**src/rps_pkg.sv**
```systemverilog
// Shared constants and types of the repeater port statistics block.
// Assumes a single 200 MHz clock and a synchronous active-high reset.
package rps_pkg;
    localparam int RPS_NPORTS     = 12;
    localparam int RPS_PORT_W     = 4;
    localparam int RPS_NEVT       = 11;
    localparam int RPS_SEL_W      = 4;
    localparam int RPS_REC_W      = 8;
    localparam int RPS_CNT_W      = 16;
    localparam int RPS_IFG_W      = 16;
    localparam int RPS_LEN_W      = 16;
    localparam int RPS_STAT_BYTES = 7;
    localparam int RPS_DA_BYTES   = 6;
    localparam int RPS_HDR_BYTES  = 14;
    localparam int RPS_FIFO_DEPTH = 8;
    localparam int RPS_FIFO_W     = 9;
    localparam int RPS_NSRC       = 3;
    localparam int RPS_SRC_STAT   = 0;
    localparam int RPS_SRC_CNT    = 1;
    localparam int RPS_SRC_REC    = 2;
    localparam logic [1:0] RPS_MCH_ONE  = 2'h1;
    localparam logic [1:0] RPS_MCH_ZERO = 2'h2;
    localparam logic [RPS_CNT_W-1:0] RPS_THRESH [4] = '{
        16'h0010, 16'h0040, 16'h0100, 16'h0400};
    localparam logic [7:0] RPS_FLAG_COMP  = 8'h01;
    localparam logic [7:0] RPS_FLAG_OWN   = 8'h02;
    localparam logic [7:0] RPS_FLAG_ODD   = 8'h04;
    localparam logic [7:0] RPS_FLAG_IFGSAT = 8'h08;

    typedef enum logic [2:0] {
        RPS_RX_IDLE  = 3'h1,
        RPS_RX_FRAME = 3'h2,
        RPS_RX_STAT  = 3'h4
    } rps_rx_state_t;
endpackage

```
**src/rps_top.sv**
```systemverilog
// Repeater port statistics: per-port counters and records, interrupt
// routing, active-port status and the management serial stream.
// Assumes events are one-cycle pulses and line symbols arrive as pairs.
//
// How it works
// Every port owns its own event counter and event record.
// A counter steps once per occurrence of the one event its select picks.
// A counter reaching the selected threshold raises an interrupt event.
// The record is one byte that logs up to eight distinct events.
// Each record bit can be masked so that its event is not logged.
// Every unmasked record event raises an interrupt event.
// Status, record and counter events go to the real-time or main line.
// The source port of activity is shown without polling every port.
// The management output repeats the packet then that packet's status.
// Exactly seven status bytes follow the last packet bit.
// The status bytes carry the interframe gap before the packet.
// Compression drops the data field except for frames to our address.
// The receiver then stores only status and header, 21 bytes a packet.
// Packet data is decoded from Manchester to serial NRZ form.
`timescale 1ns/1ps
module rps_top import rps_pkg::*; #(
    parameter int NPORTS = RPS_NPORTS
) (
    // Clock and reset
    input  wire logic                        sys_clk,
    input  wire logic                        rst,
    // Per-port event pulses and activity levels
    input  wire logic [NPORTS*RPS_NEVT-1:0]  port_evt,
    input  wire logic [NPORTS-1:0]           port_active,
    // Statistics settings
    input  wire logic [RPS_SEL_W-1:0]        cnt_sel,
    input  wire logic [1:0]                  thresh_sel,
    input  wire logic [RPS_REC_W-1:0]        rec_mask,
    input  wire logic [RPS_NSRC-1:0]         irq_route_rt,
    input  wire logic [RPS_NSRC-1:0]         irq_enable,
    input  wire logic [RPS_NSRC-1:0]         irq_ack,
    // Interrupt lines
    output logic                             realtime_event_irq,
    output logic                             main_irq,
    output logic [RPS_NSRC-1:0]              irq_pending,
    // Per-port readout
    input  wire logic                        rd_req,
    input  wire logic                        rd_clear,
    input  wire logic [RPS_PORT_W-1:0]       rd_port,
    output logic                             rd_valid,
    output logic [RPS_CNT_W-1:0]             rd_count,
    output logic [RPS_REC_W-1:0]             rd_record,
    // Activity source status
    output logic [NPORTS-1:0]                act_map,
    output logic [RPS_PORT_W-1:0]            act_port,
    output logic                             act_any,
    // Repeated packet in Manchester symbol pairs
    input  wire logic                        mch_valid,
    input  wire logic [1:0]                  mch_pair,
    input  wire logic [RPS_PORT_W-1:0]       rx_src_port,
    output logic                             mch_ready,
    // Management receiver side
    input  wire logic                        compress_req,
    input  wire logic [47:0]                 own_addr,
    input  wire logic                        mgmt_stall,
    output logic                             mgmt_frame,
    output logic                             mgmt_bit_valid,
    output logic                             mgmt_data
);
    localparam int LVL_W = $clog2(RPS_FIFO_DEPTH+1);

    function automatic logic [NPORTS-1:0] port_onehot(
        input logic [RPS_PORT_W-1:0] p);
        logic [NPORTS-1:0] v;
        v = '0;
        if (int'(p) < NPORTS) v[p] = 1'b1;
        return v;
    endfunction

    function automatic logic [RPS_PORT_W-1:0] lowest_set(
        input logic [NPORTS-1:0] m);
        logic [RPS_PORT_W-1:0] r;
        r = '0;
        for (int i = NPORTS - 1; i >= 0; i--) begin
            if (m[i]) r = RPS_PORT_W'(i);
        end
        return r;
    endfunction

    // Per-port statistics
    logic [RPS_CNT_W-1:0] cnt_all [NPORTS];
    logic [RPS_REC_W-1:0] rec_all [NPORTS];
    logic [NPORTS-1:0]    cnt_hit;
    logic [NPORTS-1:0]    rec_hit;
    logic [NPORTS-1:0]    port_clr;

    assign port_clr = (rd_req && rd_clear) ? port_onehot(rd_port) : '0;

    for (genvar p = 0; p < NPORTS; p++) begin : g_port
        rps_evt_port u_port (
            .sys_clk    (sys_clk),
            .rst        (rst),
            .evt        (port_evt[p*RPS_NEVT +: RPS_NEVT]),
            .cnt_sel    (cnt_sel),
            .thresh_sel (thresh_sel),
            .rec_mask   (rec_mask),
            .clr        (port_clr[p]),
            .cnt_q      (cnt_all[p]),
            .rec_q      (rec_all[p]),
            .cnt_hit_q  (cnt_hit[p]),
            .rec_hit_q  (rec_hit[p])
        );
    end

    // Readout
    always_ff @(posedge sys_clk) begin
        if (rst) begin
            rd_valid  <= 1'b0;
            rd_count  <= '0;
            rd_record <= '0;
        end else begin
            rd_valid <= rd_req;
            if (rd_req) begin
                rd_count  <= (int'(rd_port) < NPORTS) ? cnt_all[rd_port] : '0;
                rd_record <= (int'(rd_port) < NPORTS) ? rec_all[rd_port] : '0;
            end
        end
    end

    // Activity source status
    logic act_rise;
    // A port going active is the status interrupt source
    assign act_rise = |(port_active & ~act_map);

    always_ff @(posedge sys_clk) begin
        if (rst) begin
            act_map  <= '0;
            act_port <= '0;
            act_any  <= 1'b0;
        end else begin
            act_map <= port_active;
            act_any <= |port_active;
            // Holds the last source after activity ends
            if (|port_active) act_port <= lowest_set(port_active);
        end
    end

    // Interrupt pending flags and routing
    logic [RPS_NSRC-1:0] pend_q;
    logic [RPS_NSRC-1:0] src_evt;
    logic                rt_irq_q;
    logic                main_irq_q;

    always_comb begin
        src_evt               = '0;
        src_evt[RPS_SRC_STAT] = act_rise;
        src_evt[RPS_SRC_CNT]  = |cnt_hit;
        src_evt[RPS_SRC_REC]  = |rec_hit;
    end

    always_ff @(posedge sys_clk) begin
        if (rst) begin
            pend_q     <= '0;
            rt_irq_q   <= 1'b0;
            main_irq_q <= 1'b0;
        end else begin
            // A new event wins over an acknowledge in the same cycle
            pend_q     <= (pend_q & ~irq_ack) | (src_evt & irq_enable);
            rt_irq_q   <= |(pend_q & irq_route_rt);
            main_irq_q <= |(pend_q & ~irq_route_rt);
        end
    end

    // Manchester decode and frame tracking
    rps_rx_state_t       rx_q;
    logic                sym_ok;
    logic                sym_bit;
    logic                sym_take;
    logic [7:0]          byte_sh_q;
    logic [2:0]          bit_cnt_q;
    logic [RPS_LEN_W-1:0] len_q;
    logic [RPS_IFG_W-1:0] gap_q;
    logic [RPS_IFG_W-1:0] ifg_q;
    logic                comp_q;
    logic                own_q;
    logic                odd_q;
    logic [RPS_PORT_W-1:0] src_q;
    logic [2:0]          stat_idx_q;
    logic [7:0]          new_byte;
    logic                byte_done;
    logic                keep_byte;
    logic                mch_ready_q;
    logic                fifo_in_ready;

    assign sym_ok   = mch_pair == RPS_MCH_ONE || mch_pair == RPS_MCH_ZERO;
    assign sym_bit  = mch_pair == RPS_MCH_ONE;
    assign sym_take = mch_valid && mch_ready_q;
    assign new_byte = {sym_bit, byte_sh_q[7:1]};
    assign byte_done = sym_take && sym_ok && rx_q == RPS_RX_FRAME &&
                       bit_cnt_q == 3'h7;
    // Payload kept unless compressing a frame not sent to us
    assign keep_byte = (int'(len_q) < RPS_HDR_BYTES) || !comp_q ||
                       own_q;

    always_ff @(posedge sys_clk) begin
        if (rst) begin
            rx_q       <= RPS_RX_IDLE;
            byte_sh_q  <= '0;
            bit_cnt_q  <= '0;
            len_q      <= '0;
            comp_q     <= 1'b0;
            own_q      <= 1'b1;
            odd_q      <= 1'b0;
            src_q      <= '0;
            stat_idx_q <= '0;
        end else begin
            unique case (rx_q)
                RPS_RX_IDLE: begin
                    if (sym_take && sym_ok) begin
                        rx_q      <= RPS_RX_FRAME;
                        byte_sh_q <= new_byte;
                        bit_cnt_q <= 3'h1;
                        len_q     <= '0;
                        comp_q    <= compress_req;
                        own_q     <= 1'b1;
                        src_q     <= rx_src_port;
                    end
                end
                RPS_RX_FRAME: begin
                    if (sym_take && sym_ok) begin
                        byte_sh_q <= new_byte;
                        bit_cnt_q <= bit_cnt_q + 1'b1;
                        if (bit_cnt_q == 3'h7) begin
                            len_q <= len_q + 1'b1;
                            if (int'(len_q) < RPS_DA_BYTES &&
                                new_byte != own_addr[8*len_q[2:0] +: 8])
                                own_q <= 1'b0;
                        end
                    end else if (sym_take) begin
                        // A code violation ends the frame
                        rx_q       <= RPS_RX_STAT;
                        odd_q      <= bit_cnt_q != 3'h0;
                        stat_idx_q <= '0;
                    end
                end
                RPS_RX_STAT: begin
                    if (fifo_in_ready) begin
                        stat_idx_q <= stat_idx_q + 1'b1;
                        if (int'(stat_idx_q) == RPS_STAT_BYTES - 1)
                            rx_q <= RPS_RX_IDLE;
                    end
                end
                default: rx_q <= RPS_RX_IDLE;
            endcase
        end
    end

    // Gap: idle cycles before frame start, saturating
    always_ff @(posedge sys_clk) begin
        if (rst) begin
            gap_q <= '0;
            ifg_q <= '0;
        end else if (rx_q == RPS_RX_IDLE) begin
            if (sym_take && sym_ok) begin
                ifg_q <= gap_q;
                gap_q <= '0;
            end else if (gap_q != '1) begin
                gap_q <= gap_q + 1'b1;
            end
        end
    end

    // Status byte and FIFO feed
    logic [7:0]            stat_byte;
    logic [7:0]            stat_flags;
    logic                  fifo_in_valid;
    logic [RPS_FIFO_W-1:0] fifo_in_data;
    logic                  fifo_out_valid;
    logic                  fifo_out_ready;
    logic [RPS_FIFO_W-1:0] fifo_out_data;
    logic [LVL_W-1:0]      fifo_level;

    assign stat_flags = (comp_q ? RPS_FLAG_COMP : 8'h00) |
                        (own_q ? RPS_FLAG_OWN : 8'h00) |
                        (odd_q ? RPS_FLAG_ODD : 8'h00) |
                        (ifg_q == '1 ? RPS_FLAG_IFGSAT : 8'h00);

    always_comb begin
        unique case (stat_idx_q)
            3'h0:    stat_byte = 8'(src_q);
            3'h1:    stat_byte = ifg_q[7:0];
            3'h2:    stat_byte = ifg_q[15:8];
            3'h3:    stat_byte = len_q[7:0];
            3'h4:    stat_byte = len_q[15:8];
            3'h5:    stat_byte = (int'(src_q) < NPORTS) ? rec_all[src_q] : 8'h00;
            default: stat_byte = stat_flags;
        endcase
    end

    always_comb begin
        if (rx_q == RPS_RX_STAT) begin
            fifo_in_valid = 1'b1;
            fifo_in_data  = {int'(stat_idx_q) == RPS_STAT_BYTES - 1,
                             stat_byte};
        end else begin
            fifo_in_valid = byte_done && keep_byte;
            fifo_in_data  = {1'b0, new_byte};
        end
    end

    // Registered ready keeps a slot spare for its one-cycle lag
    always_ff @(posedge sys_clk) begin
        if (rst) mch_ready_q <= 1'b0;
        else mch_ready_q <= rx_q != RPS_RX_STAT &&
            int'(fifo_level) < RPS_FIFO_DEPTH - 1;
    end

    rps_fifo #(
        .WIDTH (RPS_FIFO_W),
        .DEPTH (RPS_FIFO_DEPTH)
    ) u_fifo (
        .sys_clk   (sys_clk),
        .rst       (rst),
        .in_valid  (fifo_in_valid),
        .in_ready  (fifo_in_ready),
        .in_data   (fifo_in_data),
        .out_valid (fifo_out_valid),
        .out_ready (fifo_out_ready),
        .out_data  (fifo_out_data),
        .level     (fifo_level)
    );

    // Management serializer, LSB first NRZ
    logic [7:0] sh_q;
    logic [3:0] left_q;
    logic       sh_last_q;
    logic       emit;
    logic       frame_q;
    logic       bit_valid_q;
    logic       data_q;
    logic       end_q;

    assign emit = left_q != 4'h0 && !mgmt_stall;
    assign fifo_out_ready = left_q == 4'h0 || (left_q == 4'h1 && emit);

    always_ff @(posedge sys_clk) begin
        if (rst) begin
            sh_q      <= '0;
            left_q    <= '0;
            sh_last_q <= 1'b0;
        end else if (fifo_out_valid && fifo_out_ready) begin
            sh_q      <= fifo_out_data[7:0];
            left_q    <= 4'h8;
            sh_last_q <= fifo_out_data[8];
        end else if (emit) begin
            sh_q   <= {1'b0, sh_q[7:1]};
            left_q <= left_q - 1'b1;
        end
    end

    always_ff @(posedge sys_clk) begin
        if (rst) begin
            frame_q     <= 1'b0;
            bit_valid_q <= 1'b0;
            data_q      <= 1'b0;
            end_q       <= 1'b0;
        end else begin
            bit_valid_q <= emit;
            if (emit) data_q <= sh_q[0];
            // Frame drops after the last status bit, not with it
            end_q <= emit && left_q == 4'h1 && sh_last_q;
            if (emit) frame_q <= 1'b1;
            else if (end_q) frame_q <= 1'b0;
        end
    end

    assign realtime_event_irq = rt_irq_q;
    assign main_irq           = main_irq_q;
    assign irq_pending        = pend_q;
    assign mch_ready          = mch_ready_q;
    assign mgmt_frame         = frame_q;
    assign mgmt_bit_valid     = bit_valid_q;
    assign mgmt_data          = data_q;
endmodule // rps_top

```
**src/rps_fifo.sv**
```systemverilog
// Small synchronous FIFO with valid/ready on both sides.
// Assumes both sides run on the same clock; level shows occupancy.
`timescale 1ns/1ps
module rps_fifo import rps_pkg::*; #(
    parameter int WIDTH = RPS_FIFO_W,
    parameter int DEPTH = RPS_FIFO_DEPTH
) (
    // Clock and reset
    input  wire logic                     sys_clk,
    input  wire logic                     rst,
    // Fill side
    input  wire logic                     in_valid,
    output logic                          in_ready,
    input  wire logic [WIDTH-1:0]         in_data,
    // Drain side
    output logic                          out_valid,
    input  wire logic                     out_ready,
    output logic [WIDTH-1:0]              out_data,
    // Occupancy
    output logic [$clog2(DEPTH+1)-1:0]    level
);
    localparam int AW = $clog2(DEPTH);
    logic [WIDTH-1:0]           mem_q [DEPTH];
    logic [AW-1:0]              wr_q;
    logic [AW-1:0]              rd_q;
    logic [$clog2(DEPTH+1)-1:0] cnt_q;
    logic                       push;
    logic                       pop;

    assign in_ready  = cnt_q != DEPTH[$clog2(DEPTH+1)-1:0];
    assign out_valid = cnt_q != '0;
    assign out_data  = mem_q[rd_q];
    assign level     = cnt_q;
    assign push      = in_valid && in_ready;
    assign pop       = out_valid && out_ready;

    always_ff @(posedge sys_clk) begin
        if (push) begin
            mem_q[wr_q] <= in_data;
        end
    end

    always_ff @(posedge sys_clk) begin
        if (rst) begin
            wr_q  <= '0;
            rd_q  <= '0;
            cnt_q <= '0;
        end else begin
            // Pointers wrap on a power-of-two depth
            if (push) wr_q <= wr_q + 1'b1;
            if (pop) rd_q <= rd_q + 1'b1;
            cnt_q <= cnt_q + (push ? 1'b1 : 1'b0) - (pop ? 1'b1 : 1'b0);
        end
    end
endmodule // rps_fifo

```
**src/rps_evt_port.sv**
```systemverilog
// One port's event counter and byte-wide event record.
// Assumes event inputs are one-cycle pulses from the port logic.
`timescale 1ns/1ps
module rps_evt_port import rps_pkg::*; (
    // Clock and reset
    input  wire logic                  sys_clk,
    input  wire logic                  rst,
    // Events and settings
    input  wire logic [RPS_NEVT-1:0]   evt,
    input  wire logic [RPS_SEL_W-1:0]  cnt_sel,
    input  wire logic [1:0]            thresh_sel,
    input  wire logic [RPS_REC_W-1:0]  rec_mask,
    // Clears from readout
    input  wire logic                  clr,
    // State and event hits
    output logic [RPS_CNT_W-1:0]       cnt_q,
    output logic [RPS_REC_W-1:0]       rec_q,
    output logic                       cnt_hit_q,
    output logic                       rec_hit_q
);
    logic                 cnt_inc;
    logic [RPS_REC_W-1:0] rec_set;

    // Selects beyond the event list count nothing
    assign cnt_inc = (int'(cnt_sel) < RPS_NEVT) ? evt[cnt_sel] : 1'b0;
    assign rec_set = evt[RPS_REC_W-1:0] & ~rec_mask;

    always_ff @(posedge sys_clk) begin
        if (rst) begin
            cnt_q     <= '0;
            cnt_hit_q <= 1'b0;
        end else begin
            // An event in the clear cycle counts as the first of the new run
            if (clr) cnt_q <= {{(RPS_CNT_W-1){1'b0}}, cnt_inc};
            else if (cnt_inc) cnt_q <= cnt_q + 1'b1;
            cnt_hit_q <= cnt_inc && !clr &&
                (cnt_q + 1'b1 == RPS_THRESH[thresh_sel]);
        end
    end

    always_ff @(posedge sys_clk) begin
        if (rst) begin
            rec_q     <= '0;
            rec_hit_q <= 1'b0;
        end else begin
            rec_q     <= (clr ? '0 : rec_q) | rec_set;
            rec_hit_q <= |rec_set;
        end
    end
endmodule // rps_evt_port

```
**config.mk**
```make
export PLATFORM = sky130hd
export DESIGN_NAME = rps_top
export DESIGN_NICKNAME = d
export VERILOG_FILES = /design/src/rps_pkg.sv /design/src/rps_top.sv /design/src/rps_fifo.sv /design/src/rps_evt_port.sv
export SDC_FILE = /design/constraint.sdc
export NUM_CORES = 1
export LEC_CHECK = 0
export BUFFER_PORTS_ARGS = -buffer_cell sky130_fd_sc_hd__buf_2
export CORE_UTILIZATION = 40
export CTS_CLUSTER_DIAMETER = 60
export DETAILED_ROUTE_END_ITERATION = 10
export GPL_TIMING_DRIVEN = 1
export PLACE_DENSITY_LB_ADDON = 0.05
export SKIP_CTS_REPAIR_TIMING = 1
export SLEW_MARGIN = 20
export SYNTH_ARGS = -nofsm -noshare
export SYNTH_HDL_FRONTEND = slang
export SYNTH_HIERARCHICAL = 1
export SYNTH_SLANG_ARGS = --single-unit
```
**constraint.sdc**
```tcl
create_clock -name sys_clk -period 4.4 [get_ports sys_clk]
set_input_delay 0.22 -clock sys_clk [delete_from_list [all_inputs] [get_ports sys_clk]]
set_output_delay 0.22 -clock sys_clk [all_outputs]
set_load 0.02 [all_outputs]
```
; ---- Word level (Yosys, flattened, before mapping)
; Memories as Yosys holds them, arrays and structs flattened. A register that Yosys moved wholly into a read port is not among the register bits.
; Index checks and enable logic that the tools add are counted.
[totals]
mem_bits_rw = 72
word_cells = 471
output_inout_bits = 51
mem_count = 1
input_bits = 232
reg_bits = 459
[memory_table]
columns = memory, depth, width, rd, rd_ports_with_merged_regs, write_ports, line
row1 = u_fifo.mem_q, 8, 9, 1, 1, 1, rps_fifo.sv:23  ; logic [WIDTH-1:0] mem_q [DEPTH];
[op_classes]
add_sub_neg = 21
bitwise = 41
n_reduce_logical = 119
mux = 146
n_lt_le_gt_ge = 12
n_shift = 1
n_eq_ne = 38
[op_table]
columns = operator, n
row1 = "16-bit by 1-bit adder with 16-bit output, second input constant", 14
row2 = 16-bit == test, 12
row3 = 16-bit 2-to-1 mux, 10
row4 = 8-bit 2-to-1 mux, 20
row5 = 8-bit bitwise AND, 12
row6 = 8-bit bitwise OR, 12
row7 = 8-bit OR reduction, 12
row8 = 16-bit binary-select mux with 4-bit select, 1
row9 = 8-bit binary-select mux with 4-bit select, 2
row10 = 1-bit 2-to-1 mux, 61
row11 = 4-bit 2-to-1 mux, 15
row12 = 1-bit binary-select mux with 4-bit select, 12
row13 = 8-bit one-hot mux with 6 select lines, 1
row14 = 12-bit OR reduction, 4
row15 = 48-bit by 7-bit variable part select with 8-bit output, 1
row16 = 3-bit 2-to-1 mux, 13
row17 = 1-bit logical AND, 38
row18 = 2-bit nonzero test, 17
row19 = 16-bit binary-select mux with 2-bit select, 1
row20 = 16-bit one-hot mux with 2 select lines, 1
row21 = 2-bit OR reduction, 14
row22 = 12-bit 2-to-1 mux, 2
row23 = "16-bit == test, second input constant", 1
row24 = "16-bit by 3-bit < comparator with 1-bit output, second input constant", 1
row25 = 52 further kinds, 101

; ---- Depth between registers and ports, before layout
; Gate-level depths: netlist of run 1.
[logic_depth]
depth_word = 12
ltp_mapped = 11
mapped_depth_nobuf = 11

; ---- Cells and area by module
; Netlist of run 1, hierarchy kept.
[modules_own_cells]
columns = mod, n_inst, area_per_inst_um2, cells_per_inst, seq_area_each_um2
row1 = rps_evt_port, 12, 1597.8, 199, 520.5
row2 = rps_top, 1, 9437.8, 1002, 2722.6
row3 = rps_fifo, 1, 3497.1, 184, 2422.3

; ---- Least setup slack after synthesis of run 1
; No wires, ideal clock.
[synth_timing]
kind = input -> register
start = input mch_pair[1]
end = memory u_fifo/mem_q[0][0] in the netlist's numbering, enable pin
path_buffers = 0
t_required_ns = 4.001
path_stages = 7
t_arrival_ns = 2.423
path_slack_ns = 1.578
setup_time_ns = 0.399
cell_sequence = inv_1 > ha_1 > and3b_1 > nand3_1 > o21ai_0 > nand2_1 > nor4_1
[synth_between]
elab_chain_len = 10
elab_cells_between_ends = 11
cone_classes = eq/ne: 2 / mux: 3 / reduce/logical: 6
[synth_lines]
columns = element, line
row1 = start: declaration, rps_top.sv:54  ; input wire logic [1:0] mch_pair,
row2 = 2-bit by 1-bit == test with 1-bit output or 2-bit == test (tied branches), rps_top.sv:190  ; assign sym_ok = mch_pair == RPS_MCH_ONE || mch_pair == RPS_MCH_ZERO;
row3 = 1-bit logical OR *, rps_top.sv:190
row4 = 1-bit logical AND * (3 in series), rps_top.sv:194  ; assign byte_done = sym_take && sym_ok && rx_q == RPS_RX_FRAME &&
row5 = 1-bit logical AND *, rps_top.sv:301  ; fifo_in_valid = byte_done && keep_byte;
row6 = 1-bit 2-to-1 mux *, rps_top.sv:296  ; if (rx_q == RPS_RX_STAT) begin
row7 = net fifo_in_valid, rps_top.sv:271  ; logic fifo_in_valid;
row8 = 1-bit logical AND *, rps_fifo.sv:34  ; assign push = in_valid && in_ready;
row9 = 1-bit 2-to-1 mux *, rps_fifo.sv:38  ; if (push) begin
row10 = 1-bit 2-to-1 mux (not written as such) *, rps_fifo.sv:39  ; mem_q[wr_q] <= in_data;
row11 = end: declaration, rps_fifo.sv:23
; The timed path passes the listed nets; every way through them passes the cells marked *.

; ---- Worst setup path in the final report of run 1
[layout_timing]
start = register stat_idx_q[1]
end = memory u_fifo/mem_q[6][0] in the netlist's numbering, data pin
[layout_between]
elab_chain_len = 3
elab_cells_between_ends = 8
cone_classes = eq/ne: 5 / mux: 2 / reduce/logical: 1
[layout_lines]
columns = element, line
row1 = start: declaration, rps_top.sv:183  ; logic [2:0] stat_idx_q;
row2 = start signal: assignment, rps_top.sv:243  ; stat_idx_q <= stat_idx_q + 1'b1;
row3 = 3-bit == test (tied with other cells), rps_top.sv:284  ; unique case (stat_idx_q)
row4 = 8-bit one-hot mux with 6 select lines *, rps_top.sv:284
row5 = 9-bit 2-to-1 mux *, rps_top.sv:296
row6 = net fifo_in_data[0], rps_top.sv:272  ; logic [RPS_FIFO_W-1:0] fifo_in_data;
; Marks and branches as above.

==> results of run 1 <==
-- placed cells by master (no fill, tap or decap), types with 122 or more instances in the layout --
cell	count
nand2_1	276
o31ai_1	122
nor2_1	209
dfxtp_1	460
mux2i_1	124
a21oi_1	359
mux4_2	122
nand2b_1	268
buf_2	277
o21ai_0	155
-- how the worst max path moves through the flow --
stage / start / end / slack [ns]
after detailed placement: cnt_sel[1] / g_port[8].u_port/cnt_hit_q / 1.16
after floorplan: mch_pair[1] / u_fifo/mem_q[0][0] / 1.58
final: stat_idx_q[1] / u_fifo/mem_q[6][0] / 1.25
after global placement: mch_pair[0] / u_fifo/level[2] / 1.24
after CTS: stat_idx_q[1] / u_fifo/mem_q[6][0] / 1.26
after global routing: stat_idx_q[1] / u_fifo/mem_q[6][0] / 0.85
-- stage by stage --
stage / hold slack (ns) / power, mW / utilization, % / setup WS [ns]
finish: 0.009847 / 13.63 / 47.38 / 1.245
global route: 0.005073 / 14.16 / 47.37 / 0.8542
CTS: -0.1901 / 13.67 / 45.84 / 1.263
detailed placement: 0.4454 / 7.479 / 42.69 / 1.161
global placement: 0.4399 / 7.440 / 42.69 / 1.239
floorplan: 0.3482 / 6.839 / - / 1.578
-- registers in the layout (all words and copies together) (netlist names), 12 cells and up, named ones only --
signal,flops
g_port.u_port/rec_hit_q,12
act_map,12
ifg_q,16
len_q,16
u_fifo/mem_q,72
g_port.u_port/rec_q,96
rd_count,16
g_port.u_port/cnt_hit_q,12
g_port.u_port/cnt_q,192
gap_q,16
-- per-layer routing --
layer  routed length (um)  part of all wire, %  track usage (%)
met1                49230                   44            36.24
met4                 3676                  3.3            9.064
met2                52610                   47            42.88
met5                    0                    0                0
met3                 6778                  6.0            3.376
-- cell type report --
class | instances | area, um2
well taps | 1050 | 1314
repair buffers | 444 | 2952
clock inverters | 34 | 446.7
diodes | 3 | 7.507
clock buffers | 94 | 2049
fillers | 7536 | 41710
multi-input cells | 2658 | 19040
flip-flops and latches | 533 | 11390
inverters | 94 | 352.8
-- synth_stat cells (13+ instances only) --
| cell | number |
|---|---|
| nand3b_1 | 25 |
| mux2_2 | 13 |
| buf_6 | 26 |
| dfxtp_1 | 461 |
| edfxtp_1 | 72 |
| nand2_1 | 276 |
| a2111oi_0 | 13 |
| mux4_1 | 24 |
| or2_2 | 13 |
| nor2_1 | 209 |
| or3_1 | 76 |
| nor3_1 | 45 |
| ha_1 | 32 |
| nor4_1 | 51 |
| nand2b_1 | 268 |
| o21a_1 | 13 |
| o211ai_1 | 53 |
| inv_1 | 92 |
| clkbuf_1 | 231 |
| a21oi_1 | 359 |
| a211oi_1 | 18 |
| o21ai_0 | 155 |
| mux2i_1 | 124 |
| a211o_1 | 13 |
| buf_2 | 15 |
| or4_1 | 97 |
| mux4_2 | 122 |
| xnor2_1 | 75 |
| and3_1 | 44 |
| a31oi_1 | 20 |
| o31ai_1 | 122 |
| xor2_1 | 39 |
| and4_1 | 40 |
| nand4_1 | 87 |
| nand3_1 | 80 |
| nor2b_1 | 28 |
-- cells by family (layout without fill, tap and decap cells) --
| family | count (synthesis) | count (layout) | share of synthesized area [%] |
|---|---|---|---|
| XOR/XNOR | 114 | 114 | 3.110 |
| multiplexers | 283 | 283 | 14.84 |
| AO/OA/AOI/OAI | 859 | 859 | 16.56 |
| adder cells (fa/ha/maj) | 33 | 33 | 1.309 |
| buffers and inverters | 383 | 666 | 5.253 |
| other | 0 | 3 | 0 |
| flip-flops | 533 | 533 | 35.48 |
| AND/OR/NAND/NOR | 1369 | 1369 | 23.45 |
-- power groups by stage --
stage	Clock, mW	Sequential [mW]	Combinational (mW)
finish	6.15	5.40	2.08
floorplan	0	5.41	1.43
global placement	0	5.50	1.94
global route	6.47	5.43	2.26
CTS	6.28	5.40	1.99
detailed placement	0	5.50	1.98
-- worst max-delay path: cells and delay by family, from the launching register on --
family | cells | cell delay, ns
AOI/OAI and AO/OA | 4 | 1.15
adders and majority gates | 1 | 0.35
buffers and inverters | 1 | 0.12
DFF | 1 | 0.40
and+or+nand+nor | 2 | 0.83
==> flow_metrics.tcl, run 1 <==
set metrics [dict create \
    setup_tns_ns 0 \
    vdd_drop_max_v 0.0002812 \
    ys_ff_latch 533 \
    grt_usage_pct 26.45 \
    wl_mm 112.3 \
    grt_overflow 0 \
    io_buffers 282 \
    finalHoldViolations 0 \
    yosysTopAreaCell "dfxtp_1" \
    die-height_um 285.3 \
    power_density_nw_per_um2 363.0 \
    worstSetupPathType "flop to flop" \
    netlist_area_um2 32110 \
    dp_hpwl_mm 81.28 \
    critPathSlowestCell "nor3b_1" \
    tightest_slew_ns 1.069 \
    combPwrFrac_pct 15.3 \
    syn_inst 3574 \
    leakage_nw 13.36 \
    htreeDepth 3 \
    gp_congestion 0.9473 \
    crit_top_cell "o21ai_0" \
    rr_endpoint "u_fifo/mem_q[6][0]" \
    rows 103 \
    worstHoldEndpoint "rx_q[1]" \
    nNetsFinal 4067 \
    hold_depth 4 \
    crit_required_ns 4.71 \
    dpl-instance-area_um2 33840 \
    dieArea_um2 81410 \
    holdCritStartpoint "mch_valid" \
    r2r_cells 8 \
    crit_chain "inv_1 -> ha_1 -> nand2_1 -> nor3b_1 -> a21oi_1 -> o211ai_1 -> o21ai_0 -> o21ai_0" \
    switching_share_pct 27.63 \
    clkSlewWorstSetupHoldPaths_ns 0.06 \
    crit_arrival_ns 3.46 \
    post-place-cells 4659 \
    synth-edff-count 72 \
    yosys.cell_types.count 71 \
    netlist.area_leader.share_pct 28.74 \
    synth_area_leaders "dfxtp_1, mux4_2, edfxtp_1, a21oi_1, nand2b_1" \
    avgViaCountPerCell 6.028 \
    syn2layout_area_growth_pct 16.95 \
    cts_max_path_buffers 3 \
    fp.coreArea_um2 79260 \
    fmax_mhz 317.0 \
    pwr-share-clk_pct 45.1 \
    relSlewSlack_pct 28.72 \
    synthArstFlopShare_pct 0 \
    clkLatencyLatePin_ns 0.61 \
    p_int_mw 9.865 \
    cts_sinks 533 \
    ant_nets 0 \
    finClkSkew_ns 0.02121 \
    drtIter0Drc 2687 \
    ys_seq_area_share_pct 35.48 \
    grt_pass1_vias 27090 \
    power.share.sequential_pct 39.6 \
    grt_pass1_wl_mm 167.5 \
    die_width_um 285.3 \
    critPathLaunchType "flop" \
    yosys_warnings 6 \
    postLayoutCellArea_um2 37550 \
    floorplan.initialDensity_pct 40.51 \
    io_pins 283 \
    report.final.slew_viol_count 0 \
    rr_startpoint "stat_idx_q[1]" \
    endpoint_kind "flop" \
    routed-via-count 29600 \
    min_path_type "primary input to flop" \
    cp_max_fo 9 \
    drv_cap 0 \
    synthFlopType "dfxtp_1" \
    avgSynthCellArea_um2 8.984 \
    netSwitchingPower_mw 3.766 \
    post_drt_wl_per_cell_um 22.87 \
    period_share_pct 71.70 \
    reg2reg_setup_slack_ns 1.25 \
    antenna_found_initial 0 \
    cts_tree "yes" \
    setup_viol 0 \
    drc 0 \
    grt_max_degree 100 \
    min_period_ns 3.155 \
    drt_pass1_iterations 8 \
    final_cells 4910 \
    rsz0062_at_grt "false" \
    outcome "complete, no violations" \
    clk_root_buffer_cell "clkbuf_16" \
    synthesis.nets 3839 \
    numCtsBuffers 71 \
    drive_above_1_share_pct 15.74 \
    slowest_delay_ns 0.68 \
]
Power figures use the tool's default switching activity.
==> inputs of run 2 (changes only) <==
==> constraint.sdc (replaced) <==
create_clock -name sys_clk -period 3.2 [get_ports sys_clk]
set_input_delay 0.16 -clock sys_clk [delete_from_list [all_inputs] [get_ports sys_clk]]
set_output_delay 0.16 -clock sys_clk [all_outputs]
set_load 0.02 [all_outputs]
==> flow_metrics.tcl, run 2 (synthesis gave the netlist of run 1 again) <==
set metrics [dict create \
    reg.largest.list "g_port.u_port/cnt_q: 192 flops, g_port.u_port/rec_q: 96 flops, u_fifo/mem_q: 72 flops" \
    min_period_ns 2.904 \
    tightest_slew_ns 1.096 \
    critPathSlowestCell "o21ai_0" \
    die_width_um 285.3 \
    postLayoutCellArea_um2 37950 \
    grt_util_met3_pct 5.344 \
    cts_max_path_buffers 3 \
    min_path_type "primary input to flop" \
    drive_above_1_share_pct 16.76 \
    finClkSkew_ns 0.01777 \
    crit_top_cell "o21ai_0" \
    grt_usage_pct 26.83 \
    rsz0062_at_grt "false" \
    fmax_mhz 344.3 \
    outcome "finished, violations left" \
    final_cells 4965 \
    power_density_nw_per_um2 495.6 \
    period_share_pct 90.76 \
    report.final.slew_viol_count 0 \
    post-place-cells 4703 \
    crit_required_ns 3.46 \
    io_pins 283 \
    layout_commonest_cell "dfxtp_1" \
    die-height_um 285.3 \
    drc 0 \
    dpl-instance-area_um2 34240 \
    antenna_found_initial 7 \
    grt_pass1_vias 27810 \
    routed-via-count 29800 \
    vdd_drop_max_v 0.0004735 \
    crit_arrival_ns 3.16 \
    clk_root_buffer_cell "clkbuf_16" \
    largest_reg_flops 192 \
    fill_cells 7549 \
    cts_tree "yes" \
    dieArea_um2 81410 \
    clkSlewWorstSetupHoldPaths_ns 0.06 \
    clkLatencyLatePin_ns 0.62 \
    leakage_nw 13.58 \
    violations "hold timing" \
    wl_mm 114.2 \
    top_usage_layer "met2" \
    final_cell_mix "dfxtp_1, a21oi_1, buf_2" \
    whs_ns -0.007275 \
    grt_pass1_wl_mm 169.0 \
    relSlewSlack_pct 26.16 \
    grt_max_degree 109 \
    met1_usage_pct 35.41 \
    critPathLaunchType "flop" \
    ant_nets 0 \
    dp_hpwl_mm 83.18 \
    floorplan.initialDensity_pct 40.51 \
    cts_sinks 533 \
    cp_max_fo 12 \
    gp_congestion 0.8936 \
    endpoint_kind "flop" \
    nNetsFinal 4114 \
    drv_cap 0 \
    setup_viol 0 \
    fp.coreArea_um2 79260 \
    drt_pass1_iterations 8 \
    regMostFlops "g_port.u_port/cnt_q" \
    rows 103 \
    io_buffers 282 \
    finalHoldViolations 3 \
    slowest_delay_ns 0.87 \
    htreeDepth 3 \
    crit_chain "inv_1 -> ha_1 -> a222oi_1 -> mux2i_1 -> a21oi_1 -> o211ai_1 -> o21ai_0 -> o21ai_0" \
    avgViaCountPerCell 6.002 \
    post_drt_wl_per_cell_um 23.00 \
    drtIter0Drc 2578 \
    met2_usage_pct 43.48 \
    syn2layout_area_growth_pct 18.21 \
    worstSetupPathType "flop to flop" \
    grt_overflow 0 \
    numCtsBuffers 72 \
]
==> run 2: worst max-delay path, delay by kind of cell, from the launching register on <==
kind                       cells  cell delay, ns
AOI/OAI and AO/OA              5            1.47
adders and majority gates      1            0.42
buffers and inverters          1            0.11
DFF                            1            0.39
muxes                          1            0.16
==> run 2: path summary, 6_finish.rpt <==
path / start / endpoint / slack, ns / depth (start not counted)
hold reg to reg: sh_last_q / sh_last_q / 0.45 / 2
setup / recovery: stat_idx_q[1] / u_fifo/mem_q[2][2] / 0.30 / 8
hold / removal: rd_port[2] / rd_count[13] / -0.007 / 4
setup reg to reg: stat_idx_q[1] / u_fifo/mem_q[2][2] / 0.30 / 8
==> run 2: metal layers <==
metal | wire length [um] | up-vias
li1 | - | 13950
met3 | 7606 | 205
met5 | 46 | -
met2 | 52810 | 979
met4 | 4127 | 8
met1 | 49620 | 14660
==> run 2: final cells by class <==
cell class / instances / area, um2 / area share (%)
clock inverters: 46 / 523.0 / 1.378
clock buffers: 88 / 1952 / 5.143
diodes: 6 / 15.01 / 0.03956
well taps: 1050 / 1314 / 3.461
inverters: 94 / 352.8 / 0.9296
multi-input cells: 2658 / 19030 / 50.15
repair buffers: 490 / 3372 / 8.884
flip-flops and latches: 533 / 11390 / 30.02
==> run 2: per-stage QoR <==
stage	setup TNS [ns]	hold slack [ns]	power, mW	worst slack (ns)	util, %
after detailed placement	-0.02863	0.3941	10.42	-0.02863	43.20
after floorplan	0	0.2882	9.397	0.4379	-
after global placement	0	0.3847	10.35	0.05623	43.20
final	0	-0.007275	18.81	0.2956	47.89
after global routing	0	0.01094	19.57	0.1567	47.87
after CTS	0	-0.2652	18.88	0.3062	46.33
==> run 2: where the power goes <==
group	switching (mW)	internal, mW
clock network	3.34	5.06
logic	1.71	1.31
registers	0.316	7.07
total	5.37	13.4
